`config.mk`:
```
export PLATFORM = sky130hd
export DESIGN_NAME = eoi_tx_overhead
export DESIGN_NICKNAME = d
export VERILOG_FILES = /design/src/core/eoi_pkg.sv /design/src/core/eoi_ovh_if.sv /design/src/core/eoi_bit_select.sv /design/src/core/eoi_tx_overhead.sv
export SDC_FILE = /design/constraint.sdc
export NUM_CORES = 1
export LEC_CHECK = 0
export BUFFER_PORTS_ARGS = -buffer_cell sky130_fd_sc_hd__buf_2
export CORE_ASPECT_RATIO = 0.6
export CORE_MARGIN = 2
export CORE_UTILIZATION = 64
export DETAILED_ROUTE_END_ITERATION = 16
export GPL_ROUTABILITY_DRIVEN = 0
export PLACE_DENSITY = 0.82
export SLEW_MARGIN = 20
export SYNTH_ARGS = -nofsm -noshare
export SYNTH_HDL_FRONTEND = slang
export SYNTH_HIERARCHICAL = 1
export SYNTH_SLANG_ARGS = --single-unit
export TNS_END_PERCENT = 5
```
`constraint.sdc`:
```
create_clock -name clock -period 14.7 [get_ports clock]
set_input_delay 2.205 -clock clock [delete_from_list [all_inputs] [get_ports clock]]
set_output_delay 2.205 -clock clock [all_outputs]
set_load 0.03 [all_outputs]
```
`src/core/eoi_pkg.sv`:
```
// Purpose: Shared constants for the E1 transmit overhead inserter
// Assumes: 250 MHz clock, one port per instance
// Notes:   Offsets are byte addresses of port 0
package eoi_pkg;

    // ************************************
    // Register map
    // ************************************
    localparam int          NUM_RW      = 11;
    localparam int          NUM_REGS    = 12;
    localparam logic [11:0] PORT_STRIDE = 12'h200;
    localparam logic [11:0] OFS_FIRST   = 12'h164;
    localparam logic [11:0] OFS_SPARE7  = 12'h16C;

    // Register indices, byte address = OFS_FIRST + index
    localparam logic [3:0] REG_ALIGN    = 4'h0;
    localparam logic [3:0] REG_NONALIGN = 4'h1;
    localparam logic [3:0] REG_INTL_EVN = 4'h2;
    localparam logic [3:0] REG_INTL_ODD = 4'h3;
    localparam logic [3:0] REG_ALARM    = 4'h4;
    localparam logic [3:0] REG_SPARE4   = 4'h5;
    localparam logic [3:0] REG_CTRL     = 4'hA;
    localparam logic [3:0] REG_STATUS   = 4'hB;

    // Reset values: align pattern and fixed non-align one
    localparam logic [7:0] REG_RST [NUM_RW] = '{
        8'h1B, 8'h40, 8'h00, 8'h00, 8'h00, 8'h00,
        8'h00, 8'h00, 8'h00, 8'h00, 8'h00
    };

    // ************************************
    // Field positions
    // ************************************
    localparam int CTL_INTL_ALIGN = 7;
    localparam int CTL_INTL_NON   = 6;
    localparam int CTL_ALARM      = 5;
    localparam int WORD_INTL      = 7;
    localparam int WORD_FIXED_ONE = 6;
    localparam int WORD_ALARM     = 5;

    // ************************************
    // Timing
    // ************************************
    localparam int          CLK_PERIOD_NS = 4;
    localparam int          ALIGN_WIN_NS  = 250000;
    localparam int          MF_WIN_NS     = 2000000;
    localparam int          ALIGN_WIN_CYC = ALIGN_WIN_NS / CLK_PERIOD_NS;
    localparam int          MF_WIN_CYC    = MF_WIN_NS / CLK_PERIOD_NS;
    localparam logic [7:0]  LAST_BIT      = 8'hFF;
    localparam logic [3:0]  LAST_FRAME    = 4'hF;

    // Hit flag and register index for a host address
    function automatic logic [4:0] reg_decode(logic [11:0] addr, logic [11:0] base);
        logic [11:0] off;
        off = addr - base - OFS_FIRST;
        return {off < 12'(NUM_REGS), off[3:0]};
    endfunction : reg_decode

endpackage : eoi_pkg

```
`src/core/eoi_ovh_if.sv`:
```
// Purpose: Sampled overhead words and line position to the bit selector
// Assumes: Same clock as the owning port
// Notes:   Selector answers combinationally
`timescale 1ns/1ps
interface eoi_ovh_if (input wire logic clock, input wire logic srst);
    logic [7:0]      alignWord;
    logic [7:0]      nonalignWord;
    logic [7:0]      intlEven;
    logic [7:0]      intlOdd;
    logic [7:0]      remoteAlarm;
    logic [4:0][7:0] spare;
    logic [7:0]      insertCtrl;
    logic            intlOverride;
    logic [2:0]      ts0Bit;
    logic [3:0]      frameNum;
    logic            serialBit;
    logic            ovhBit;

    modport owner (input clock, srst, ovhBit, output alignWord, nonalignWord,
        intlEven, intlOdd, remoteAlarm, spare, insertCtrl, intlOverride,
        ts0Bit, frameNum, serialBit);
    modport sel (input clock, srst, alignWord, nonalignWord, intlEven, intlOdd,
        remoteAlarm, spare, insertCtrl, intlOverride, ts0Bit, frameNum,
        serialBit, output ovhBit);
endinterface : eoi_ovh_if

```
`src/core/eoi_bit_select.sv`:
```
// Purpose: Picks the outgoing bit for each slot-zero position
// Assumes: Register words go out most significant bit first
// Notes:   Purely combinational
`timescale 1ns/1ps
module eoi_bit_select import eoi_pkg::*; (
    // Overhead words and position
    eoi_ovh_if.sel ovh
);

    // ************************************
    // Position decode
    // ************************************
    logic [2:0] mfSlot;
    logic [2:0] regBit;
    logic [2:0] spareIdx;
    logic       oddFrame;
    logic       intlAlign;
    logic       intlNon;
    logic       evenBit;
    logic       oddBit;

    assign mfSlot   = ovh.frameNum[3:1];
    assign oddFrame = ovh.frameNum[0];
    assign regBit   = ~ovh.ts0Bit;
    assign spareIdx = 3'(ovh.ts0Bit - 3'h3);

    // ************************************
    // International bits
    // ************************************
    // Override wins, then even- or odd-frame intl register
    assign intlAlign = ovh.intlOverride ? ovh.serialBit :
        ovh.insertCtrl[CTL_INTL_ALIGN] ? ovh.intlEven[mfSlot] : ovh.alignWord[WORD_INTL];
    assign intlNon = ovh.intlOverride ? ovh.serialBit :
        ovh.insertCtrl[CTL_INTL_NON] ? ovh.intlOdd[mfSlot] : ovh.nonalignWord[WORD_INTL];

    // ************************************
    // Frame words
    // ************************************
    // Align pattern from the align word
    assign evenBit = (ovh.ts0Bit == 3'h0) ? intlAlign : ovh.alignWord[regBit];
    assign oddBit = (ovh.ts0Bit == 3'h0) ? intlNon :
        (ovh.ts0Bit == 3'h1) ? ovh.nonalignWord[WORD_FIXED_ONE] :
        (ovh.ts0Bit == 3'h2) ? (ovh.insertCtrl[CTL_ALARM] ?
            ovh.remoteAlarm[mfSlot] : ovh.nonalignWord[WORD_ALARM]) :
        (ovh.insertCtrl[regBit] ? ovh.spare[spareIdx][mfSlot] : ovh.nonalignWord[regBit]);
    assign ovh.ovhBit = oddFrame ? oddBit : evenBit;

    // ************************************
    // Checks
    // ************************************
    intl_override_a :
        assert property (@(posedge ovh.clock) disable iff (ovh.srst)
            ovh.intlOverride && ovh.ts0Bit == 3'h0 |-> ovh.ovhBit == ovh.serialBit)
        else $error("intl bit not taken from serial input");
    spare_insert_a :
        assert property (@(posedge ovh.clock) disable iff (ovh.srst)
            oddFrame && ovh.ts0Bit == 3'h7 && ovh.insertCtrl[0]
            |-> ovh.ovhBit == ovh.spare[4][mfSlot])
        else $error("last spare bit not inserted");
    spare_bypass_a :
        assert property (@(posedge ovh.clock) disable iff (ovh.srst)
            oddFrame && ovh.ts0Bit == 3'h3 && !ovh.insertCtrl[4]
            |-> ovh.ovhBit == ovh.nonalignWord[4])
        else $error("first spare bit not from non-align word");
    alarm_insert_a :
        assert property (@(posedge ovh.clock) disable iff (ovh.srst)
            oddFrame && ovh.ts0Bit == 3'h2 && ovh.insertCtrl[CTL_ALARM]
            |-> ovh.ovhBit == ovh.remoteAlarm[mfSlot])
        else $error("alarm register not inserted");
    intl_even_a :
        assert property (@(posedge ovh.clock) disable iff (ovh.srst)
            !oddFrame && ovh.ts0Bit == 3'h0 && !ovh.intlOverride
            && ovh.insertCtrl[CTL_INTL_ALIGN] |-> ovh.ovhBit == ovh.intlEven[mfSlot])
        else $error("even-frame intl bit wrong");

endmodule : eoi_bit_select

```
`src/core/eoi_tx_overhead.sv`:
```
// Purpose: E1 transmit slot-zero overhead insertion for one port
// Assumes: Host strobes and line tick are on the framer clock
// Notes:   Instantiate once per port with its index
//
// How it works
// - Align and non-align words are sampled when the align flag sets.
// - Host rewrites within 250 us, else old words go out again.
// - Stored align words repeat, so fixed patterns need one write.
// - Serial source, CRC-4 or auto E-bit overrides register intl bit.
// - Eight multiframe registers feed intl, alarm and spare bits under control.
// - Multiframe registers sampled at multiframe event; 2 ms to update.
// - Align word holds pattern 1101100 in bits 0-6, intl in bit 7.
// - Non-align word: spares in bits 0-4, alarm 5, one 6, intl 7.
// - Even intl register bit n feeds frame 2n.
// - Odd intl register bit n feeds frame 2n+1.
// - Alarm register bit n feeds the alarm of frame 2n+1.
// - Each spare register bit n feeds its bit in frame 2n+1.
// - Control bits 0-4 enable the last through first spare registers.
// - Control bit 5 enables the alarm register.
// - Control bits 6 and 7 enable odd and even intl registers.
// - Each port's copy sits at port base plus 200h per port.
`timescale 1ns/1ps
module eoi_tx_overhead import eoi_pkg::*; #(
    parameter int PORT_INDEX       = 0,
    parameter int ALIGN_WIN_CYCLES = ALIGN_WIN_CYC,
    parameter int MF_WIN_CYCLES    = MF_WIN_CYC
) (
    // Clock and reset
    input  wire logic        clock,
    input  wire logic        srst,
    // Host register port
    input  wire logic [11:0] regAddr,
    input  wire logic [7:0]  regWrData,
    input  wire logic        regWr,
    input  wire logic        regRd,
    output logic      [7:0]  regRdData,
    // Framing mode
    input  wire logic        intlFromSerial,
    input  wire logic        crc4Mode,
    input  wire logic        autoEbitEn,
    // Transmit line stream
    input  wire logic        lineBitTick,
    input  wire logic        lineMfSync,
    input  wire logic        txSerialData,
    output logic             txLineData,
    // Status events
    output logic             txAlignFrameEvt,
    output logic             txMultiframeEvt,
    output logic             alignUpdWindow,
    output logic             mfUpdWindow
);

    // ************************************
    // Port base
    // ************************************
    // Per-port stride
    localparam logic [11:0] PORT_BASE = 12'(PORT_INDEX * int'(PORT_STRIDE));

    // ************************************
    // Declarations
    // ************************************
    logic [7:0]  regs_ff [NUM_RW];
    logic [7:0]  alignSh_ff;
    logic [7:0]  nonalignSh_ff;
    logic [7:0]  mfSh_ff [8];
    logic [7:0]  bitCnt_ff;
    logic [3:0]  frameCnt_ff;
    logic [19:0] alignWinCnt_ff;
    logic [19:0] mfWinCnt_ff;
    logic        alignWin_ff;
    logic        mfWin_ff;
    logic        alignEvt_ff;
    logic        mfEvt_ff;
    logic        lineData_ff;
    logic [7:0]  rdData_ff;

    logic [4:0]  decode;
    logic        addrHit;
    logic [3:0]  regIdx;
    logic        wrHit;
    logic [7:0]  rdValue;
    logic [7:0]  statusWord;
    logic [7:0]  curBit;
    logic [3:0]  curFrame;
    logic        frameEnd;
    logic        alignEvt;
    logic        mfEvt;
    logic        inTs0;
    logic [7:0]  nxt_bitCnt;
    logic [3:0]  nxt_frameCnt;
    logic [19:0] nxt_alignWinCnt;
    logic [19:0] nxt_mfWinCnt;
    logic        nxt_lineData;

    eoi_ovh_if ovh (.clock(clock), .srst(srst));

    // ************************************
    // Address decode
    // ************************************
    assign decode  = reg_decode(regAddr, PORT_BASE);
    assign addrHit = decode[4];
    assign regIdx  = decode[3:0];
    assign wrHit   = regWr && addrHit && regIdx < REG_STATUS;

    // ************************************
    // Host registers
    // ************************************
    // Writable words with pattern reset
    always_ff @(posedge clock) begin
        if (srst) begin
            regs_ff <= REG_RST;
        end else if (wrHit) begin
            regs_ff[regIdx] <= regWrData;
        end
    end

    // Position and update windows for the host
    assign statusWord = {alignWin_ff, mfWin_ff, 2'b00, frameCnt_ff};
    assign rdValue = !addrHit ? 8'h00 :
        (regIdx == REG_STATUS) ? statusWord : regs_ff[regIdx];

    always_ff @(posedge clock) begin
        if (srst) begin
            rdData_ff <= 8'h00;
        end else if (regRd) begin
            rdData_ff <= rdValue;
        end
    end

    assign regRdData = rdData_ff;

    // ************************************
    // Line position
    // ************************************
    assign curBit   = lineMfSync ? 8'h00 : bitCnt_ff;
    assign curFrame = lineMfSync ? 4'h0 : frameCnt_ff;
    assign frameEnd = lineBitTick && curBit == LAST_BIT;
    assign alignEvt = frameEnd && curFrame[0];
    assign mfEvt    = frameEnd && curFrame == LAST_FRAME;
    assign inTs0    = curBit[7:3] == 5'h00;

    assign nxt_bitCnt   = lineBitTick ? 8'(curBit + 8'h01) : bitCnt_ff;
    assign nxt_frameCnt = frameEnd ? 4'(curFrame + 4'h1) :
        lineBitTick ? curFrame : frameCnt_ff;

    always_ff @(posedge clock) begin
        if (srst) begin
            bitCnt_ff   <= 8'h00;
            frameCnt_ff <= 4'h0;
        end else begin
            bitCnt_ff   <= nxt_bitCnt;
            frameCnt_ff <= nxt_frameCnt;
        end
    end

    // ************************************
    // Frame-pair sampling
    // ************************************
    // Load at flag, hold otherwise
    always_ff @(posedge clock) begin
        if (srst) begin
            alignSh_ff    <= REG_RST[REG_ALIGN];
            nonalignSh_ff <= REG_RST[REG_NONALIGN];
        end else if (alignEvt) begin
            alignSh_ff    <= regs_ff[REG_ALIGN];
            nonalignSh_ff <= regs_ff[REG_NONALIGN];
        end
    end

    // ************************************
    // Multiframe sampling
    // ************************************
    // Load eight words at multiframe event
    always_ff @(posedge clock) begin
        if (srst) begin
            for (int i = 0; i < 8; i++) begin
                mfSh_ff[i] <= 8'h00;
            end
        end else if (mfEvt) begin
            for (int i = 0; i < 8; i++) begin
                mfSh_ff[i] <= regs_ff[int'(REG_INTL_EVN) + i];
            end
        end
    end

    // ************************************
    // Update windows
    // ************************************
    // Host update time after each flag
    assign nxt_alignWinCnt = alignEvt ? 20'(ALIGN_WIN_CYCLES) :
        (alignWinCnt_ff != 20'h00000) ? 20'(alignWinCnt_ff - 20'h00001) : alignWinCnt_ff;
    assign nxt_mfWinCnt = mfEvt ? 20'(MF_WIN_CYCLES) :
        (mfWinCnt_ff != 20'h00000) ? 20'(mfWinCnt_ff - 20'h00001) : mfWinCnt_ff;

    always_ff @(posedge clock) begin
        if (srst) begin
            alignWinCnt_ff <= 20'h00000;
            mfWinCnt_ff    <= 20'h00000;
            alignWin_ff    <= 1'b0;
            mfWin_ff       <= 1'b0;
        end else begin
            alignWinCnt_ff <= nxt_alignWinCnt;
            mfWinCnt_ff    <= nxt_mfWinCnt;
            alignWin_ff    <= nxt_alignWinCnt != 20'h00000;
            mfWin_ff       <= nxt_mfWinCnt != 20'h00000;
        end
    end

    assign alignUpdWindow = alignWin_ff;
    assign mfUpdWindow    = mfWin_ff;

    // ************************************
    // Status events
    // ************************************
    always_ff @(posedge clock) begin
        if (srst) begin
            alignEvt_ff <= 1'b0;
            mfEvt_ff    <= 1'b0;
        end else begin
            alignEvt_ff <= alignEvt;
            mfEvt_ff    <= mfEvt;
        end
    end

    assign txAlignFrameEvt = alignEvt_ff;
    assign txMultiframeEvt = mfEvt_ff;

    // ************************************
    // Bit selector
    // ************************************
    assign ovh.alignWord    = alignSh_ff;
    assign ovh.nonalignWord = nonalignSh_ff;
    assign ovh.intlEven     = mfSh_ff[0];
    assign ovh.intlOdd      = mfSh_ff[1];
    assign ovh.remoteAlarm  = mfSh_ff[2];
    assign ovh.spare        = {mfSh_ff[7], mfSh_ff[6], mfSh_ff[5], mfSh_ff[4], mfSh_ff[3]};
    assign ovh.insertCtrl   = regs_ff[REG_CTRL];
    assign ovh.intlOverride = intlFromSerial || crc4Mode || autoEbitEn;
    assign ovh.ts0Bit       = curBit[2:0];
    assign ovh.frameNum     = curFrame;
    assign ovh.serialBit    = txSerialData;

    eoi_bit_select u_select (
        .ovh (ovh.sel)
    );

    // ************************************
    // Line output
    // ************************************
    // Slot zero from selector, rest from serial
    assign nxt_lineData = !lineBitTick ? lineData_ff :
        inTs0 ? ovh.ovhBit : txSerialData;

    always_ff @(posedge clock) begin
        if (srst) begin
            lineData_ff <= 1'b0;
        end else begin
            lineData_ff <= nxt_lineData;
        end
    end

    assign txLineData = lineData_ff;

    // ************************************
    // Checks
    // ************************************
    // Align shadow load
    align_load_a :
        assert property (@(posedge clock) disable iff (srst)
            alignEvt |=> alignSh_ff == $past(regs_ff[REG_ALIGN])
                && nonalignSh_ff == $past(regs_ff[REG_NONALIGN]))
        else $error("align words not sampled at flag");

    align_hold_a :
        assert property (@(posedge clock) disable iff (srst)
            !alignEvt |=> $stable(alignSh_ff) && $stable(nonalignSh_ff))
        else $error("align words changed between flags");

    mf_load_a :
        assert property (@(posedge clock) disable iff (srst)
            mfEvt |=> mfSh_ff[7] == $past(regs_ff[REG_SPARE4 + 4'h4])
                && mfSh_ff[0] == $past(regs_ff[REG_INTL_EVN]))
        else $error("multiframe words not sampled");

    mf_flag_a :
        assert property (@(posedge clock) disable iff (srst)
            mfEvt |-> alignEvt ##1 txMultiframeEvt && txAlignFrameEvt)
        else $error("multiframe flag out of step");

    port_decode_a :
        assert property (@(posedge clock) disable iff (srst)
            regWr && regAddr == 12'(PORT_BASE + OFS_SPARE7)
            |=> regs_ff[4'h8] == $past(regWrData))
        else $error("port register write missed");

    align_reset_a :
        assert property (@(posedge clock)
            srst |=> regs_ff[REG_ALIGN] == 8'h1B && alignSh_ff[6:0] == 7'h1B)
        else $error("align pattern not at reset value");

    align_win_a :
        assert property (@(posedge clock) disable iff (srst)
            alignEvt |=> alignUpdWindow [*4])
        else $error("update window not open after flag");

    fixed_one_a :
        assert property (@(posedge clock) disable iff (srst)
            lineBitTick && inTs0 && curFrame[0] && curBit[2:0] == 3'h1
            |=> txLineData == $past(nonalignSh_ff[WORD_FIXED_ONE]))
        else $error("non-align fixed bit wrong");

    align_evt_c : cover property (@(posedge clock) disable iff (srst) alignEvt);
    mf_evt_c    : cover property (@(posedge clock) disable iff (srst) mfEvt);
    ctrl_wr_c   : cover property (@(posedge clock) disable iff (srst)
        wrHit && regIdx == REG_CTRL ##1 inTs0 && lineBitTick);
    unmapped_c  : cover property (@(posedge clock) disable iff (srst) regRd && !addrHit);

endmodule : eoi_tx_overhead

```
==> impl_metrics.py <==
metrics = {
    "run_status": {
        "outcome": "finished clean",
    },
    "global_route": {
        "grt_pass1_wl_um": 44400,
        "grt_antenna_before_repair": 0,
        "track_usage_pct": 30.5,
        "overflow": 0,
        "grt_max_degree": 95,
        "grt_pass1_vias": 7850,
        "met1_usage_pct": 48.5,
        "grt_use_met3_pct": 9.36,
        "met2_usage_pct": 40.8,
        "top_usage_layer": "met1",
    },
    "place": {
        "numPortBuffers": 42,
        "place_hpwl_um": 19500,
        "dpl-instance-area_um2": 11700,
        "place_ws_ns": 8.88,
    },
    "logic_synthesis": {
        "synth_cells": 1087,
        "yosysSeqAreaShare_pct": 46.5,
        "syn_area_per_cell_um2": 10.5,
        "syn_nets": 1133,
        "synth_flop_cell": "dfxtp_1",
        "netlist_area_um2": 11400,
        "yosysWarnings": 6,
        "async_flop_share_pct": 0,
        "synth-edff-count": 64,
        "synth_cell_types": 82,
        "ys_ff_latch": 233,
    },
    "die": {
        "start_util_pct": 65.9,
        "num_rows": 37,
        "core_area_um2": 17300,
        "dieHeight_um": 107,
        "die_w_um": 176,
        "io_pins": 43,
        "dieArea_um2": 18900,
    },
    "clock_tree": {
        "cts_hold_buffers": 0,
        "cts_tree": "yes",
        "root_buffer": "clkbuf_16",
        "cts_setup_buffers": 0,
        "clk_pin_slew_worst_paths_ns": 0.07,
        "clock_latency_ns": 0.52,
        "cts_buffers": 22,
        "h-tree-depth": 1,
        "cts_resized": 0,
        "clk_path_buf_depth": 3,
        "cts.sinks": 233,
    },
    "routing": {
        "detail_route.wl_per_cell_um": 21.0,
        "drt-total-wl_um": 28300,
        "dr_total_vias": 8560,
        "vias_per_cell": 6.35,
        "drtIter0Drc": 1097,
        "dr.pass1.iters": 6,
        "post-route-drc-count": 0,
        "detail-route-antenna-nets": 0,
    },
    "sta": {
        "finalSetupTns_ns": 0,
        "worst_pin_slew_ns": 1.06,
        "min_period_ns": 5.26,
        "fmax_mhz": 190,
        "rsz0062_at_grt": "false",
        "max_slew_margin_pct": 29.2,
        "hold_violations": 0,
        "setup_ws_ns": 9.44,
        "fin_skew_ns": 0.0215,
        "drv_slew": 0,
        "setup_viol_count_final": 0,
        "fin_crit_sh_pct": 35.8,
    },
    "power": {
        "leakagePower_nw": 5.14,
        "ir_drop_mv": 0.109,
        "power.total_w": 0.00183,
        "power.density_nw_per_um2": 148,
    },
    "finish": {
        "fin_area_um2": 12400,
        "synthToLayoutAreaGrowth_pct": 8.66,
        "nets": 1145,
        "layout-drive-gt1-share_pct": 13.3,
        "antenna_cells": 0,
        "post-route-util_pct": 71.6,
    },
    "job": {
        "maxCapViolations": 0,
    },
    "worst_setup_path": {
        "worstSetupPathType": "in2reg",
        "cp.required_ns": 15.11,
        "arrival_ns": 5.67,
        "critPathMaxFanout": 30,
        "endpoint_kind": "register",
        "startpoint_type": "input port",
    },
    "worst_hold_path": {
        "hp-class": "reg2reg",
    },
}
-- cell usage after synthesis, types with 12 or more instances --
cell type,instances,area share [%]
a21oi_1,28,1.2
and2_1,55,3.0
clkbuf_1,43,1.4
dfxtp_1,169,30
edfxtp_1,64,17
ha_1,16,1.8
inv_1,20,0.66
mux2i_1,109,9.6
mux4_2,27,5.3
nand2_1,54,1.8
nand3_1,12,0.53
nor2_1,175,5.8
nor2b_1,29,1.6
nor3_1,19,0.83
o21ai_0,32,1.4
or3_1,12,0.66
xnor2_1,13,1.0
xor2_1,15,1.2
-- critical path: stages --
cell	delay [ns]
buf_2	0.43
and3_1	0.52
or3b_2	0.54
nor4_4	0.88
nand3_1	0.63
a211o_1	0.45
-- sequential cells by signal, summed over array words and instances, names as in the netlist --
| name | cells |
|---|---|
| regs_ff | 80 |
| mfSh_ff | 64 |
| alignWinCnt_ff | 20 |
| mfWinCnt_ff | 20 |
| alignSh_ff | 8 |
| bitCnt_ff | 8 |
| nonalignSh_ff | 8 |
| ovh.insertCtrl | 8 |
| regRdData | 8 |
| frameCnt_ff | 4 |
| alignUpdWindow | 1 |
| mfUpdWindow | 1 |
| txAlignFrameEvt | 1 |
| txLineData | 1 |
| txMultiframeEvt | 1 |
-- stage by stage --
stage / hold slack, ns / std cells
floorplan: 0.434 / 1087
global placement: 0.447 / 1309
detailed placement: 0.459 / 1309
CTS: 0.478 / 1349
global route: 0.486 / 1349
finish: 0.474 / 1349
-- final timing paths --
path	cells past startpoint	start	end	slack, ns
worst max-delay path	6	regAddr[0]	regs_ff[80]	9.44
worst min-delay path	1	regRdData[1]	regRdData[1]	0.47
worst max register to register	7	bitCnt_ff[0]	mfSh_ff[0][33]	11.25
worst min register to register	1	regRdData[1]	regRdData[1]	0.47
-- logic make-up (layout without fill, tap and decap cells) --
group           Yosys count  count (layout)  share of synthesized area [%]
compound gates          143             143                           8.72
xor+xnor                 29              29                           2.39
fa+ha+maj                16              16                           1.75
buf+inv                  81             109                           3.28
flops                   233             233                           46.5
mux                     151             151                           17.3
simple gates            434             434                           20.1
-- where the power goes --
part | switching [W] | internal, W | total, W
combinational | 0.000289 | 0.000192 | 0.000482
sequential | 0.0000613 | 0.000711 | 0.000772
clock | 0.000247 | 0.000332 | 0.000579
total | 0.000598 | 0.00124 | 0.00183
-- area by class of cell --
class | instances | area [um2]
fill | 1290 | 4920
inverter | 20 | 75.1
sequential | 233 | 5310
clock inverter | 8 | 87.6
multi-input combinational | 773 | 5740
timing repair buffer | 49 | 265
tap | 234 | 293
clock buffer | 32 | 629
-- per-layer routing --
metal / wire (um) / up-vias
met3: 3710 / 29
met1: 13000 / 4154
met4: 333 / 0
li1: - / 3947
met5: 0 / -
met2: 11200 / 430
-- layout by cell type (no fill, tap or decap), drive strengths merged, types with 16 or more instances in the layout --
cell type  instances
buf               49
nor2b             29
xor2              16
clkbuf            32
nor2             175
inv               20
nand3             20
o21ai             32
edfxtp            64
mux4              34
nor3              20
mux2i            109
nand2             54
and2              55
dfxtp            169
ha                16
a21oi             28
Note: power is estimated with default switching activity, not from simulation.
